[src/core/wwd_pkg.sv]
// Package of the windowed watchdog: register map, field layout and timing constants.
// Assumes a 20 MHz system clock and a Wishbone classic slave with 32-bit data.
package wwd_pkg;
	// Register byte offsets.
	localparam logic [3:0] ADDR_CTRL = 4'h0;
	localparam logic [3:0] ADDR_RESET_CAUSE = 4'h4;
	localparam logic [3:0] ADDR_STATUS = 4'h8;
	localparam logic [3:0] ADDR_MASK = 4'hc;
	// Control register fields.
	localparam int CTRL_POST_LO = 0;
	localparam int CTRL_PRE_BIT = 4;
	localparam int CTRL_WINDOW_DISABLE_BIT = 6;
	localparam int CTRL_CFGEN_BIT = 7;
	// Reset cause register fields.
	localparam int RC_IDLE_BIT = 2;
	localparam int RC_SLEEP_BIT = 3;
	localparam int RC_TIMEOUT_BIT = 4;
	localparam int RC_SOFTEN_BIT = 5;
	// Event status bits: time-out, early clear, wake-up.
	localparam int EV_TIMEOUT = 0;
	localparam int EV_EARLY = 1;
	localparam int EV_WAKE = 2;
	localparam int EV_W = 3;
	// Configuration word reset value: config enable off, window off, 1:1, divide by 32.
	localparam logic [7:0] CTRL_RESET = 8'h40;
	// Time base: nominal low-power clock 32 kHz from a 20 MHz system clock.
	localparam int SYS_CLK_HZ = 20000000;
	localparam int LOW_POWER_RC_CLOCK_HZ = 32000;
	localparam int LOW_POWER_RC_CLOCK_DIV = SYS_CLK_HZ / (2 * LOW_POWER_RC_CLOCK_HZ) * 2;
	localparam int PRE_SHORT = 32;
	localparam int PRE_LONG = 128;
	localparam int POST_SEL_W = 4;
	localparam int POST_MAX_LOG2 = 15;
	typedef enum logic [1:0] {
		WWD_RUN = 2'b00,
		WWD_SAVE = 2'b01,
		WWD_WAKE = 2'b11
	} wwd_mode_e;
	typedef struct packed {
		logic [9:0] low_power_rc_clock_cnt;
		logic [6:0] pre_cnt;
		logic [POST_MAX_LOG2-1:0] post_cnt;
		logic [7:0] ctrl;
		logic soft_en;
		logic timeout_flag;
		logic sleep_flag;
		logic idle_flag;
		logic [EV_W-1:0] status;
		logic [EV_W-1:0] mask;
		wwd_mode_e mode;
		logic save_is_idle;
		logic ack;
		logic [31:0] rdata;
		logic wdt_reset;
		logic wake;
	} wwd_state_s;
endpackage

[src/core/wwd_watchdog.sv]
// Windowed watchdog timer with a Wishbone classic register slave.
// Assumes the core signals power-save entry, exit and clock-switch completion as pulses.
// Summary of operation
// - Enabled watchdog also enables low-power clock.
// - Prescaler divides by 32 or 128.
// - Base time-out 1 ms or 4 ms.
// - Postscaler picks one of sixteen ratios.
// - Device reset and clock switch clear counts.
// - Power-save entry and exit clear counts.
// - Clear instruction resets all counts.
// - Watchdog keeps counting in sleep, idle.
// - Time-out in power save wakes core.
// - Config enable forces watchdog always on.
// - Time-out flag sticky until software clears.
// - Otherwise soft enable bit runs watchdog.
// - Device reset clears soft enable bit.
// - Early windowed clear causes watchdog reset.
//
// The Wishbone interface to the registers and the register offsets were decided locally.
`timescale 1ns/1ps
module wwd_watchdog (
	// Clock and reset.
	input wire logic sys_clk,
	input wire logic reset_n,
	// Core events.
	input wire logic watchdog_clear_instr,
	input wire logic power_save_instr,
	input wire logic power_save_idle,
	input wire logic power_save_exit,
	input wire logic clock_switch_done,
	// Wishbone classic slave.
	input wire logic wb_cyc_i,
	input wire logic wb_stb_i,
	input wire logic wb_we_i,
	input wire logic [3:0] wb_adr_i,
	input wire logic [3:0] wb_sel_i,
	input wire logic [31:0] wb_dat_i,
	output logic [31:0] wb_dat_o,
	output logic wb_ack_o,
	// Outputs.
	output logic low_power_rc_clock_en,
	output logic watchdog_reset,
	output logic watchdog_wake,
	output logic irq
);
	wwd_pkg::wwd_state_s s_q;
	wwd_pkg::wwd_state_s s_d;

	// Postscaler terminal count for a 4-bit select: ratio is two to the select.
	function automatic logic post_done(input logic [wwd_pkg::POST_MAX_LOG2-1:0] cnt,
			input logic [wwd_pkg::POST_SEL_W-1:0] sel);
		logic [wwd_pkg::POST_MAX_LOG2:0] lim;
		lim = (wwd_pkg::POST_MAX_LOG2+1)'(1) << sel;
		post_done = ({1'b0, cnt} == lim - 1'b1);
	endfunction

	// Whole-period position in final quarter: top two bits of the count set.
	function automatic logic in_window(input logic [wwd_pkg::POST_MAX_LOG2-1:0] cnt,
			input logic [6:0] pre, input logic pre_long,
			input logic [wwd_pkg::POST_SEL_W-1:0] sel);
		logic [21:0] pos;
		logic [21:0] per;
		pos = pre_long ? {cnt, pre} : {2'b00, cnt, pre[4:0]};
		per = pre_long ? (22'(wwd_pkg::PRE_LONG) << sel) : (22'(wwd_pkg::PRE_SHORT) << sel);
		in_window = (pos >= per - (per >> 2));
	endfunction

	logic wdt_on;
	logic low_power_rc_clock_tick;
	logic pre_tick;
	logic clr_counts;
	logic bus_req;
	logic [3:0] adr;
	logic [wwd_pkg::EV_W-1:0] ev_set;
	logic status_rd;

	always_comb begin
		s_d = s_q;
		s_d.wdt_reset = 1'b0;
		s_d.wake = 1'b0;
		s_d.ack = 1'b0;
		ev_set = {wwd_pkg::EV_W{1'b0}};
		status_rd = 1'b0;
		adr = wb_adr_i;
		bus_req = wb_cyc_i && wb_stb_i && !s_q.ack;
		wdt_on = s_q.ctrl[wwd_pkg::CTRL_CFGEN_BIT] || s_q.soft_en;
		// The low-power clock is modelled as an enable derived from the system clock.
		low_power_rc_clock_tick = wdt_on && (s_q.low_power_rc_clock_cnt == 10'(wwd_pkg::LOW_POWER_RC_CLOCK_DIV - 1));
		pre_tick = low_power_rc_clock_tick && (s_q.ctrl[wwd_pkg::CTRL_PRE_BIT] ?
			(s_q.pre_cnt == 7'(wwd_pkg::PRE_LONG - 1)) :
			(s_q.pre_cnt[4:0] == 5'(wwd_pkg::PRE_SHORT - 1)));
		clr_counts = 1'b0;
		// Running counters; they keep going in sleep and idle.
		if (wdt_on) begin
			s_d.low_power_rc_clock_cnt = low_power_rc_clock_tick ? 10'h000 : s_q.low_power_rc_clock_cnt + 10'h001;
			if (low_power_rc_clock_tick) begin
				s_d.pre_cnt = pre_tick ? 7'h00 : s_q.pre_cnt + 7'h01;
			end
			if (pre_tick) begin
				if (post_done(s_q.post_cnt,
						s_q.ctrl[wwd_pkg::CTRL_POST_LO +: wwd_pkg::POST_SEL_W])) begin
					clr_counts = 1'b1;
					ev_set[wwd_pkg::EV_TIMEOUT] = 1'b1;
					if (s_q.mode == wwd_pkg::WWD_SAVE) begin
						s_d.wake = 1'b1;
						s_d.mode = wwd_pkg::WWD_WAKE;
						ev_set[wwd_pkg::EV_WAKE] = 1'b1;
					end else begin
						s_d.wdt_reset = 1'b1;
						s_d.timeout_flag = 1'b1;
					end
				end else begin
					s_d.post_cnt = s_q.post_cnt + 15'h0001;
				end
			end
		end else begin
			clr_counts = 1'b1;
		end
		// Clear instruction outside power save, with early-clear check in window mode.
		if (watchdog_clear_instr && s_q.mode != wwd_pkg::WWD_SAVE) begin
			clr_counts = 1'b1;
			if (wdt_on && !s_q.ctrl[wwd_pkg::CTRL_WINDOW_DISABLE_BIT] &&
					!in_window(s_q.post_cnt, s_q.pre_cnt, s_q.ctrl[wwd_pkg::CTRL_PRE_BIT],
					s_q.ctrl[wwd_pkg::CTRL_POST_LO +: wwd_pkg::POST_SEL_W])) begin
				s_d.wdt_reset = 1'b1;
				s_d.timeout_flag = 1'b1;
				ev_set[wwd_pkg::EV_EARLY] = 1'b1;
			end
		end
		// Power-save entry and exit.
		if (power_save_instr) begin
			clr_counts = 1'b1;
			s_d.mode = wwd_pkg::WWD_SAVE;
			s_d.save_is_idle = power_save_idle;
			if (power_save_idle) begin
				s_d.idle_flag = 1'b1;
			end else begin
				s_d.sleep_flag = 1'b1;
			end
		end else if (power_save_exit && s_q.mode != wwd_pkg::WWD_RUN) begin
			clr_counts = 1'b1;
			s_d.mode = wwd_pkg::WWD_RUN;
		end
		if (clock_switch_done) begin
			clr_counts = 1'b1;
		end
		// Register bus; hardware sets win over software clears.
		s_d.rdata = 32'h0000_0000;
		if (bus_req) begin
			s_d.ack = 1'b1;
			if (wb_we_i && wb_sel_i[0]) begin
				case (adr)
					wwd_pkg::ADDR_CTRL: begin
						// Once the config enable is set, only a device reset clears it.
						s_d.ctrl = wb_dat_i[7:0] |
							(s_q.ctrl & (8'h01 << wwd_pkg::CTRL_CFGEN_BIT));
					end
					wwd_pkg::ADDR_RESET_CAUSE: begin
						s_d.soft_en = wb_dat_i[wwd_pkg::RC_SOFTEN_BIT];
						s_d.timeout_flag = (wb_dat_i[wwd_pkg::RC_TIMEOUT_BIT] ||
							s_d.timeout_flag) && !(!wb_dat_i[wwd_pkg::RC_TIMEOUT_BIT] &&
							!s_d.wdt_reset);
						s_d.sleep_flag = wb_dat_i[wwd_pkg::RC_SLEEP_BIT] ||
							(power_save_instr && !power_save_idle);
						s_d.idle_flag = wb_dat_i[wwd_pkg::RC_IDLE_BIT] ||
							(power_save_instr && power_save_idle);
					end
					wwd_pkg::ADDR_MASK: begin
						s_d.mask = wb_dat_i[wwd_pkg::EV_W-1:0];
					end
					default: begin
					end
				endcase
			end else if (!wb_we_i) begin
				case (adr)
					wwd_pkg::ADDR_CTRL: s_d.rdata = {24'h000000, s_q.ctrl};
					wwd_pkg::ADDR_RESET_CAUSE: begin
						s_d.rdata[wwd_pkg::RC_SOFTEN_BIT] = s_q.soft_en;
						s_d.rdata[wwd_pkg::RC_TIMEOUT_BIT] = s_q.timeout_flag;
						s_d.rdata[wwd_pkg::RC_SLEEP_BIT] = s_q.sleep_flag;
						s_d.rdata[wwd_pkg::RC_IDLE_BIT] = s_q.idle_flag;
					end
					wwd_pkg::ADDR_STATUS: begin
						s_d.rdata = {29'h00000000, s_q.status};
						status_rd = 1'b1;
					end
					wwd_pkg::ADDR_MASK: s_d.rdata = {29'h00000000, s_q.mask};
					default: s_d.rdata = 32'h0000_0000;
				endcase
			end
		end
		// A read clears what it saw; an event in the same cycle still sets its bit.
		s_d.status = (status_rd ? {wwd_pkg::EV_W{1'b0}} : s_q.status) | ev_set;
		if (clr_counts) begin
			s_d.low_power_rc_clock_cnt = 10'h000;
			s_d.pre_cnt = 7'h00;
			s_d.post_cnt = 15'h0000;
		end
		if (s_q.mode == wwd_pkg::WWD_WAKE && !power_save_instr) begin
			s_d.mode = wwd_pkg::WWD_RUN;
		end
	end

	always_ff @(posedge sys_clk) begin
		if (!reset_n) begin
			s_q <= '0;
			s_q.ctrl <= wwd_pkg::CTRL_RESET;
			s_q.soft_en <= 1'b0;
			s_q.mode <= wwd_pkg::WWD_RUN;
		end else begin
			s_q <= s_d;
		end
	end

	assign wb_dat_o = s_q.rdata;
	assign wb_ack_o = s_q.ack;
	assign low_power_rc_clock_en = s_q.ctrl[wwd_pkg::CTRL_CFGEN_BIT] || s_q.soft_en;
	assign watchdog_reset = s_q.wdt_reset;
	assign watchdog_wake = s_q.wake;
	assign irq = |(s_q.status & s_q.mask);
endmodule

[config.mk]
export PLATFORM = sky130hd
export DESIGN_NAME = wwd_watchdog
export DESIGN_NICKNAME = d
export VERILOG_FILES = /design/src/core/wwd_pkg.sv /design/src/core/wwd_watchdog.sv
export SDC_FILE = /design/constraint.sdc
export NUM_CORES = 1
export LEC_CHECK = 0
export ABC_AREA = 1
export BUFFER_PORTS_ARGS = -buffer_cell sky130_fd_sc_hd__buf_2
export CAP_MARGIN = 20
export CORE_ASPECT_RATIO = 1.2
export CORE_MARGIN = 4
export CORE_UTILIZATION = 56
export CTS_BUF_LIST = sky130_fd_sc_hd__clkbuf_8
export DETAILED_ROUTE_END_ITERATION = 6
export PLACE_DENSITY = 0.79
export SYNTH_ARGS = -nofsm -noshare
export SYNTH_HDL_FRONTEND = slang
export SYNTH_SLANG_ARGS = --single-unit
[constraint.sdc]
create_clock -name sys_clk -period 8.3 [get_ports sys_clk]
set_input_delay 0.83 -clock sys_clk [delete_from_list [all_inputs] [get_ports sys_clk]]
set_output_delay 0.83 -clock sys_clk [all_outputs]
set_load 0.01 [all_outputs]
### Word level (Yosys, flattened, before mapping)

Index checks and enable logic that the tools add are counted.

| operators by class | value |
|---|---|
| $add $sub $neg | 5 |
| magnitude comparators | 1 |
| eq/ne operators | 10 |
| shift-type cells | 3 |
| multiplexer cells | 54 |
| bitwise operators | 7 |
| reduce and logical (&&, ||, !) cells | 46 |

Operators by type and width:

| kind | number |
|---|---|
| $mux W22 | 2 |
| $mux W1 | 36 |
| $mux W33 | 1 |
| $ge A22 B22 Y1 | 1 |
| $shl A6 B4 Y22 const A | 1 |
| $shl A8 B4 Y22 const A | 1 |
| $sub A22 B20 Y22 | 1 |
| $eq A15 B16 Y1 | 1 |
| $mux W8 | 2 |
| $pmux W4 S4 | 1 |
| $shl A1 B4 Y16 const A | 1 |
| $sub A16 B1 Y16 const B | 1 |
| $add A15 B1 Y15 const B | 1 |
| $logic_and A1 B1 Y1 | 14 |
| $mux W3 | 4 |
| $reduce_and A3 Y1 | 4 |
| $reduce_and A4 Y1 | 3 |
| $reduce_bool A3 Y1 | 4 |
| $add A10 B1 Y10 const B | 1 |
| $eq A10 B10 Y1 const B | 1 |
| $mux W10 | 1 |
| $mux W2 | 5 |
| $eq A4 B4 Y1 const B | 2 |
| $logic_not A1 Y1 | 8 |
| 21 further kinds | 29 |

| storage, ports and cells | value |
|---|---|
| register bits | 87 |
| input bits | 50 |
| output and inout bits | 37 |
| word-level logic and storage cells | 143 |

### Depth between registers and ports, before layout

| depth | value |
|---|---|
| depth after elaboration | 15 |
| gate-level depth with buffers | 28 |
| depth with buffers taken out | 27 |

### Least setup slack after synthesis

Ideal clock, no wire load.

| timing | value |
|---|---|
| path kind | reg2reg |
| start point | reg s_q[49] in the netlist's numbering |
| end point | reg s_q[46] in the netlist's numbering |
| library setup time | 0.115 ns |
| arrival time | 3.019 ns |
| data required time | 8.185 ns |
| slack | 5.166 ns |
| stages on the path, launching flop included | 24 |
| path buffers | 1 |
| period minus slack after synthesis | 3.134 ns |
| cell sequence | dfxtp_1 > buf_4 > nand2_1 > nand2_1 > nor2_1 > inv_1 > nor2_1 > inv_1 > ha_1 > nand2_1 > nor3_1 > and2_1 > nand2_1 > nand4_1 > nand2_1 > ha_1 > a21oi_1 > or2_2 > o211ai_1 > a21oi_1 > nand4_1 > o21ai_0 > nand2_1 > nand2_1 |

| on the way | value |
|---|---|
| longest elaborated chain between the ends | 15 |
| elaborated cells on any way between the ends | 28 |
| those cells by class | add/sub (2); order compare (1); eq/ne (1); shift (3); mux (14); reduce/logical (7) |

Ends and longest elaborated chain:

| element | RTL line | source |
|---|---|---|
| from (decl) | wwd_watchdog.sv:46 | `wwd_pkg::wwd_state_s s_q;` |
| $shl A8 B4 Y22 (tied with other cells) | wwd_watchdog.sv:64 | `per = pre_long ? (22'(wwd_pkg::PRE_LONG) << sel) : (22'(wwd_pkg::PRE_SHORT) << sel);` |
| $mux W22 / $sub A16 B1 Y16 (equally long branches) | wwd_watchdog.sv:64, wwd_watchdog.sv:54 |  |
| $sub A22 B20 Y22 / $eq A15 B16 Y1 (equally long branches) | wwd_watchdog.sv:65, wwd_watchdog.sv:54 |  |
| $ge A22 B22 Y1 / $mux W2 (equally long branches) | wwd_watchdog.sv:65, wwd_watchdog.sv:100 |  |
| $logic_not A1 Y1 / $mux W2 (equally long branches) | wwd_watchdog.sv:123, wwd_watchdog.sv:99 |  |
| $logic_and A1 B1 Y1 / $mux W2 (equally long branches) | wwd_watchdog.sv:122, wwd_watchdog.sv:94 |  |
| $mux W1 | wwd_watchdog.sv:122 | `if (wdt_on && !s_q.ctrl[wwd_pkg::CTRL_WINDOW_DISABLE_BIT] &&` |
| $mux W1 | wwd_watchdog.sv:120 | `if (watchdog_clear_instr && s_q.mode != wwd_pkg::WWD_SAVE) begin` |
| $logic_not A1 Y1 | wwd_watchdog.sv:162 | `!s_d.wdt_reset);` |
| $logic_and A1 B1 Y1 | wwd_watchdog.sv:161 | `s_d.timeout_flag) && !(!wb_dat_i[wwd_pkg::RC_TIMEOUT_BIT] &&` |
| $logic_not A1 Y1 | wwd_watchdog.sv:161 |  |
| $logic_and A1 B1 Y1 | wwd_watchdog.sv:161 |  |
| $mux W3 | wwd_watchdog.sv:152 | `case (adr)` |
| $mux W3 | wwd_watchdog.sv:151 | `if (wb_we_i && wb_sel_i[0]) begin` |
| $mux W3 (*) | wwd_watchdog.sv:149 | `if (bus_req) begin` |

Every way passes the cells marked *; elsewhere a longest branch is shown, timed or not.
A chain may end at the register's enable or synchronous reset.

### Final worst setup path

| timing | value |
|---|---|
| start point | reg s_q[51] in the netlist's numbering |
| end point | reg s_q[46] in the netlist's numbering |

The elaborated chain is that of the path after synthesis.

==> impl_metrics.toml <==
[clock_network]
cts.sinks = 63
hold_buffers = 0
tritoncts = "done"
cts_buffers = 9
htreeDepth = 3
postCtsSetupBuffers = 0
clkLatencyLatePin_ns = 0.37
cts_resized = 0
cts.clk_slew.worst_paths_ns = 0.07
clock_tree.root_cell = "clkbuf_8"
clockBufferDepth = 2

[final_layout]
post-route-util_pct = 60.44
drive_above_1_share_pct = 8.598
fillers = 1001
n_antenna_cell = 0
syn_to_final_growth_pct = 5.241
finish.instance_area_um2 = 6080
layout.nets = 1055

[timing]
slew_viol_final = 0
final-setup-viol-count = 0
finClkSkew_ns = 0.01381
rsz0062_at_grt = "no"
worst_pin_slew_ns = 0.8976
fin_crit_sh_pct = 53.40
hold_ws_ns = 0.4615
clock.fmax_ghz = 0.2256
period_needed_ns = 4.432
hold_viol = 0
relSlewSlack_pct = 39.61
setup_tns_ns = 0

[global_route]
overflow = 0
antenna_found_initial = 0
grtUsageTotal_pct = 26.65
grt_max_degree = 42
grt_pass1_wl_um = 25990
grt_pass1_vias = 5654

[worst_setup_path]
path_buf_inv = 4
path_cells = "inv_2 -> nor2_4 -> nand2_1 -> clkinv_2 -> o21a_1 -> inv_1 -> ha_1 -> inv_1 -> nor2_1 -> nand3_1 -> nor2_1 -> nand2_1 -> nand3_1 -> xor2_1 -> ha_1 -> a21oi_1 -> o21a_1 -> o21ai_0 -> a21oi_1 -> nand4_1 -> o21ai_0 -> nand2_1 -> nand2_1"
cp_common_cell = "nand2_1"
slowest_delay_ns = 0.84
critPathLaunchType = "register"
worstSetupEndpointType = "register"
crit_slowest_cell = "dfxtp_1"
crit_arrival_ns = 4.74
cpLargestDelayFamily = "simple AND/OR/NAND/NOR gates"
path_class = "register to register"
required_ns = 8.61
critical_path_peak_fanout = 12

[worst_hold_path]
hold_class = "register to register"

[drt]
drt_iter0_markers = 510
postRouteAntennaNets = 0
drc = 0
wl_per_cell_um = 14.18
dr.pass1.iters = 5
wirelength_um = 15640
via_per_inst = 5.517
vias = 6085

[yosys]
synth_ff_type = "dfxtp_1"
yosysWarnings = 0
synth_edf_count = 0
synthCells = 950
ys_seq_area_share_pct = 21.83
ys_types = 47
async_flop_share_pct = 0
netlist_area_um2 = 5777
syn_avg_cell_area_um2 = 6.081
ys_ff_latch = 63

[die]
die_w_um = 100.7
die_area_um2 = 12010
coreArea_um2 = 10060
rows = 40
io_pins = 87
start_util_pct = 57.43
die_y_um = 119.3

[flow_run]
cap_violations = 0

[outcome]
status = "complete, no violations"

[pwr]
total_power_w = 0.0006433
p_leak_nw = 2.932
p_per_area_nw_per_um2 = 105.8
peakVddDrop_mv = 0.1440

[place]
hpwl_um = 12450
placed_cell_area_um2 = 5872
place.gp.congestion = 0.9651
portBuffers = 35
## area by class of cell
| class | instances | area, um2 | share of cell area (%) |
|---|---|---|---|
| Clock buffer | 11 | 151.4 | 2.490 |
| Inverter | 128 | 486.7 | 8.006 |
| Multi-Input combinational cell | 734 | 3784 | 62.24 |
| Timing Repair Buffer | 36 | 182.7 | 3.005 |
| Clock inverter | 5 | 56.30 | 0.9261 |
| Sequential cell | 63 | 1261 | 20.75 |
| Tap cell | 126 | 157.7 | 2.593 |
## cell families (layout without fill, tap and decap cells)
family                     after synthesis  in the layout  synth area share [%]
and+or+nand+nor                        524            524                 40.48
AOI/OAI and AO/OA                      128            128                 12.52
adders and majority gates               33             33                 7.148
DFF                                     63             63                 21.83
xor gates and xnor gates                25             25                 3.790
buffers and inverters                  176            180                 14.16
other                                    1             24               0.06491
## synthesized netlist by cell type, types with 6 or more instances
master      n  area (um2)
nand3_1    77       385.4
o21ai_0    48       240.2
xor2_1     24       210.2
a21oi_1    46       230.2
buf_4      34       255.2
inv_1     124       465.5
nand2_1   250       938.4
nor2_1    107       401.6
ha_1       33       412.9
nand4_1    30       187.7
nor4_1      6       37.54
nor3_1     22       110.1
clkbuf_1    9       33.78
dfxtp_1    63        1261
## placed cells by master, fill, tap and decap left out, types with 22 or more instances in the layout
master	Yosys	layout
conb_1	1	24
nor2_1	107	107
buf_2	1	35
xor2_1	24	24
a21oi_1	46	46
dfxtp_1	63	63
nand3_1	77	77
inv_1	124	124
nor3_1	22	22
nand2_1	250	250
ha_1	33	33
nand4_1	30	30
o21ai_0	48	48
## final timing paths
kind / cells past startpoint / slack [ns] / start / endpoint
setup / recovery: 23 / 3.87 / s_q[51]$_SDFFE_PN0P_ / s_q[46]$_SDFF_PN0_
hold / removal: 2 / 0.46 / s_q[54]$_SDFFE_PN1P_ / wb_dat_o[6]$_SDFF_PP0_
setup reg to reg: 23 / 3.87 / s_q[51]$_SDFFE_PN0P_ / s_q[46]$_SDFF_PN0_
hold reg to reg: 2 / 0.46 / s_q[54]$_SDFFE_PN1P_ / wb_dat_o[6]$_SDFF_PP0_
## worst register-to-register path: cells and delay by family (launching register included)
family	cells	cell delay, ns
simple gates	10	1.29
compound gates	6	0.89
flops	1	0.84
fa+ha+maj	2	0.60
buf+inv	4	0.52
xor+xnor	1	0.24
## stage by stage
stage / worst slack (ns) / std cells
final: 3.868 / 1103
after global routing: 3.522 / 1103
after CTS: 3.923 / 1103
after detailed placement: 3.941 / 1087
after global placement: 3.993 / 1087
after floorplan: 5.166 / 973
## state kept, by name, summed over array words and instances, names as in the netlist
name,count
wb_dat_o,8
watchdog_wake,1
watchdog_reset,1
wb_ack_o,1
s_q,52
## routing by layer
layer	GRT usage (%)	wire length [um]
met1	32.81	6473
met2	45.55	7742
met3	3.515	828
met4	11.79	595
met5	0	0
## power breakdown
part / switching, W / total [W] / internal (W)
logic: 0.0000385 / 0.0000570 / 0.0000184
clock network: 0.000127 / 0.000282 / 0.000154
registers: 0.00000102 / 0.000305 / 0.000304
(Power assumes the default switching activity.)
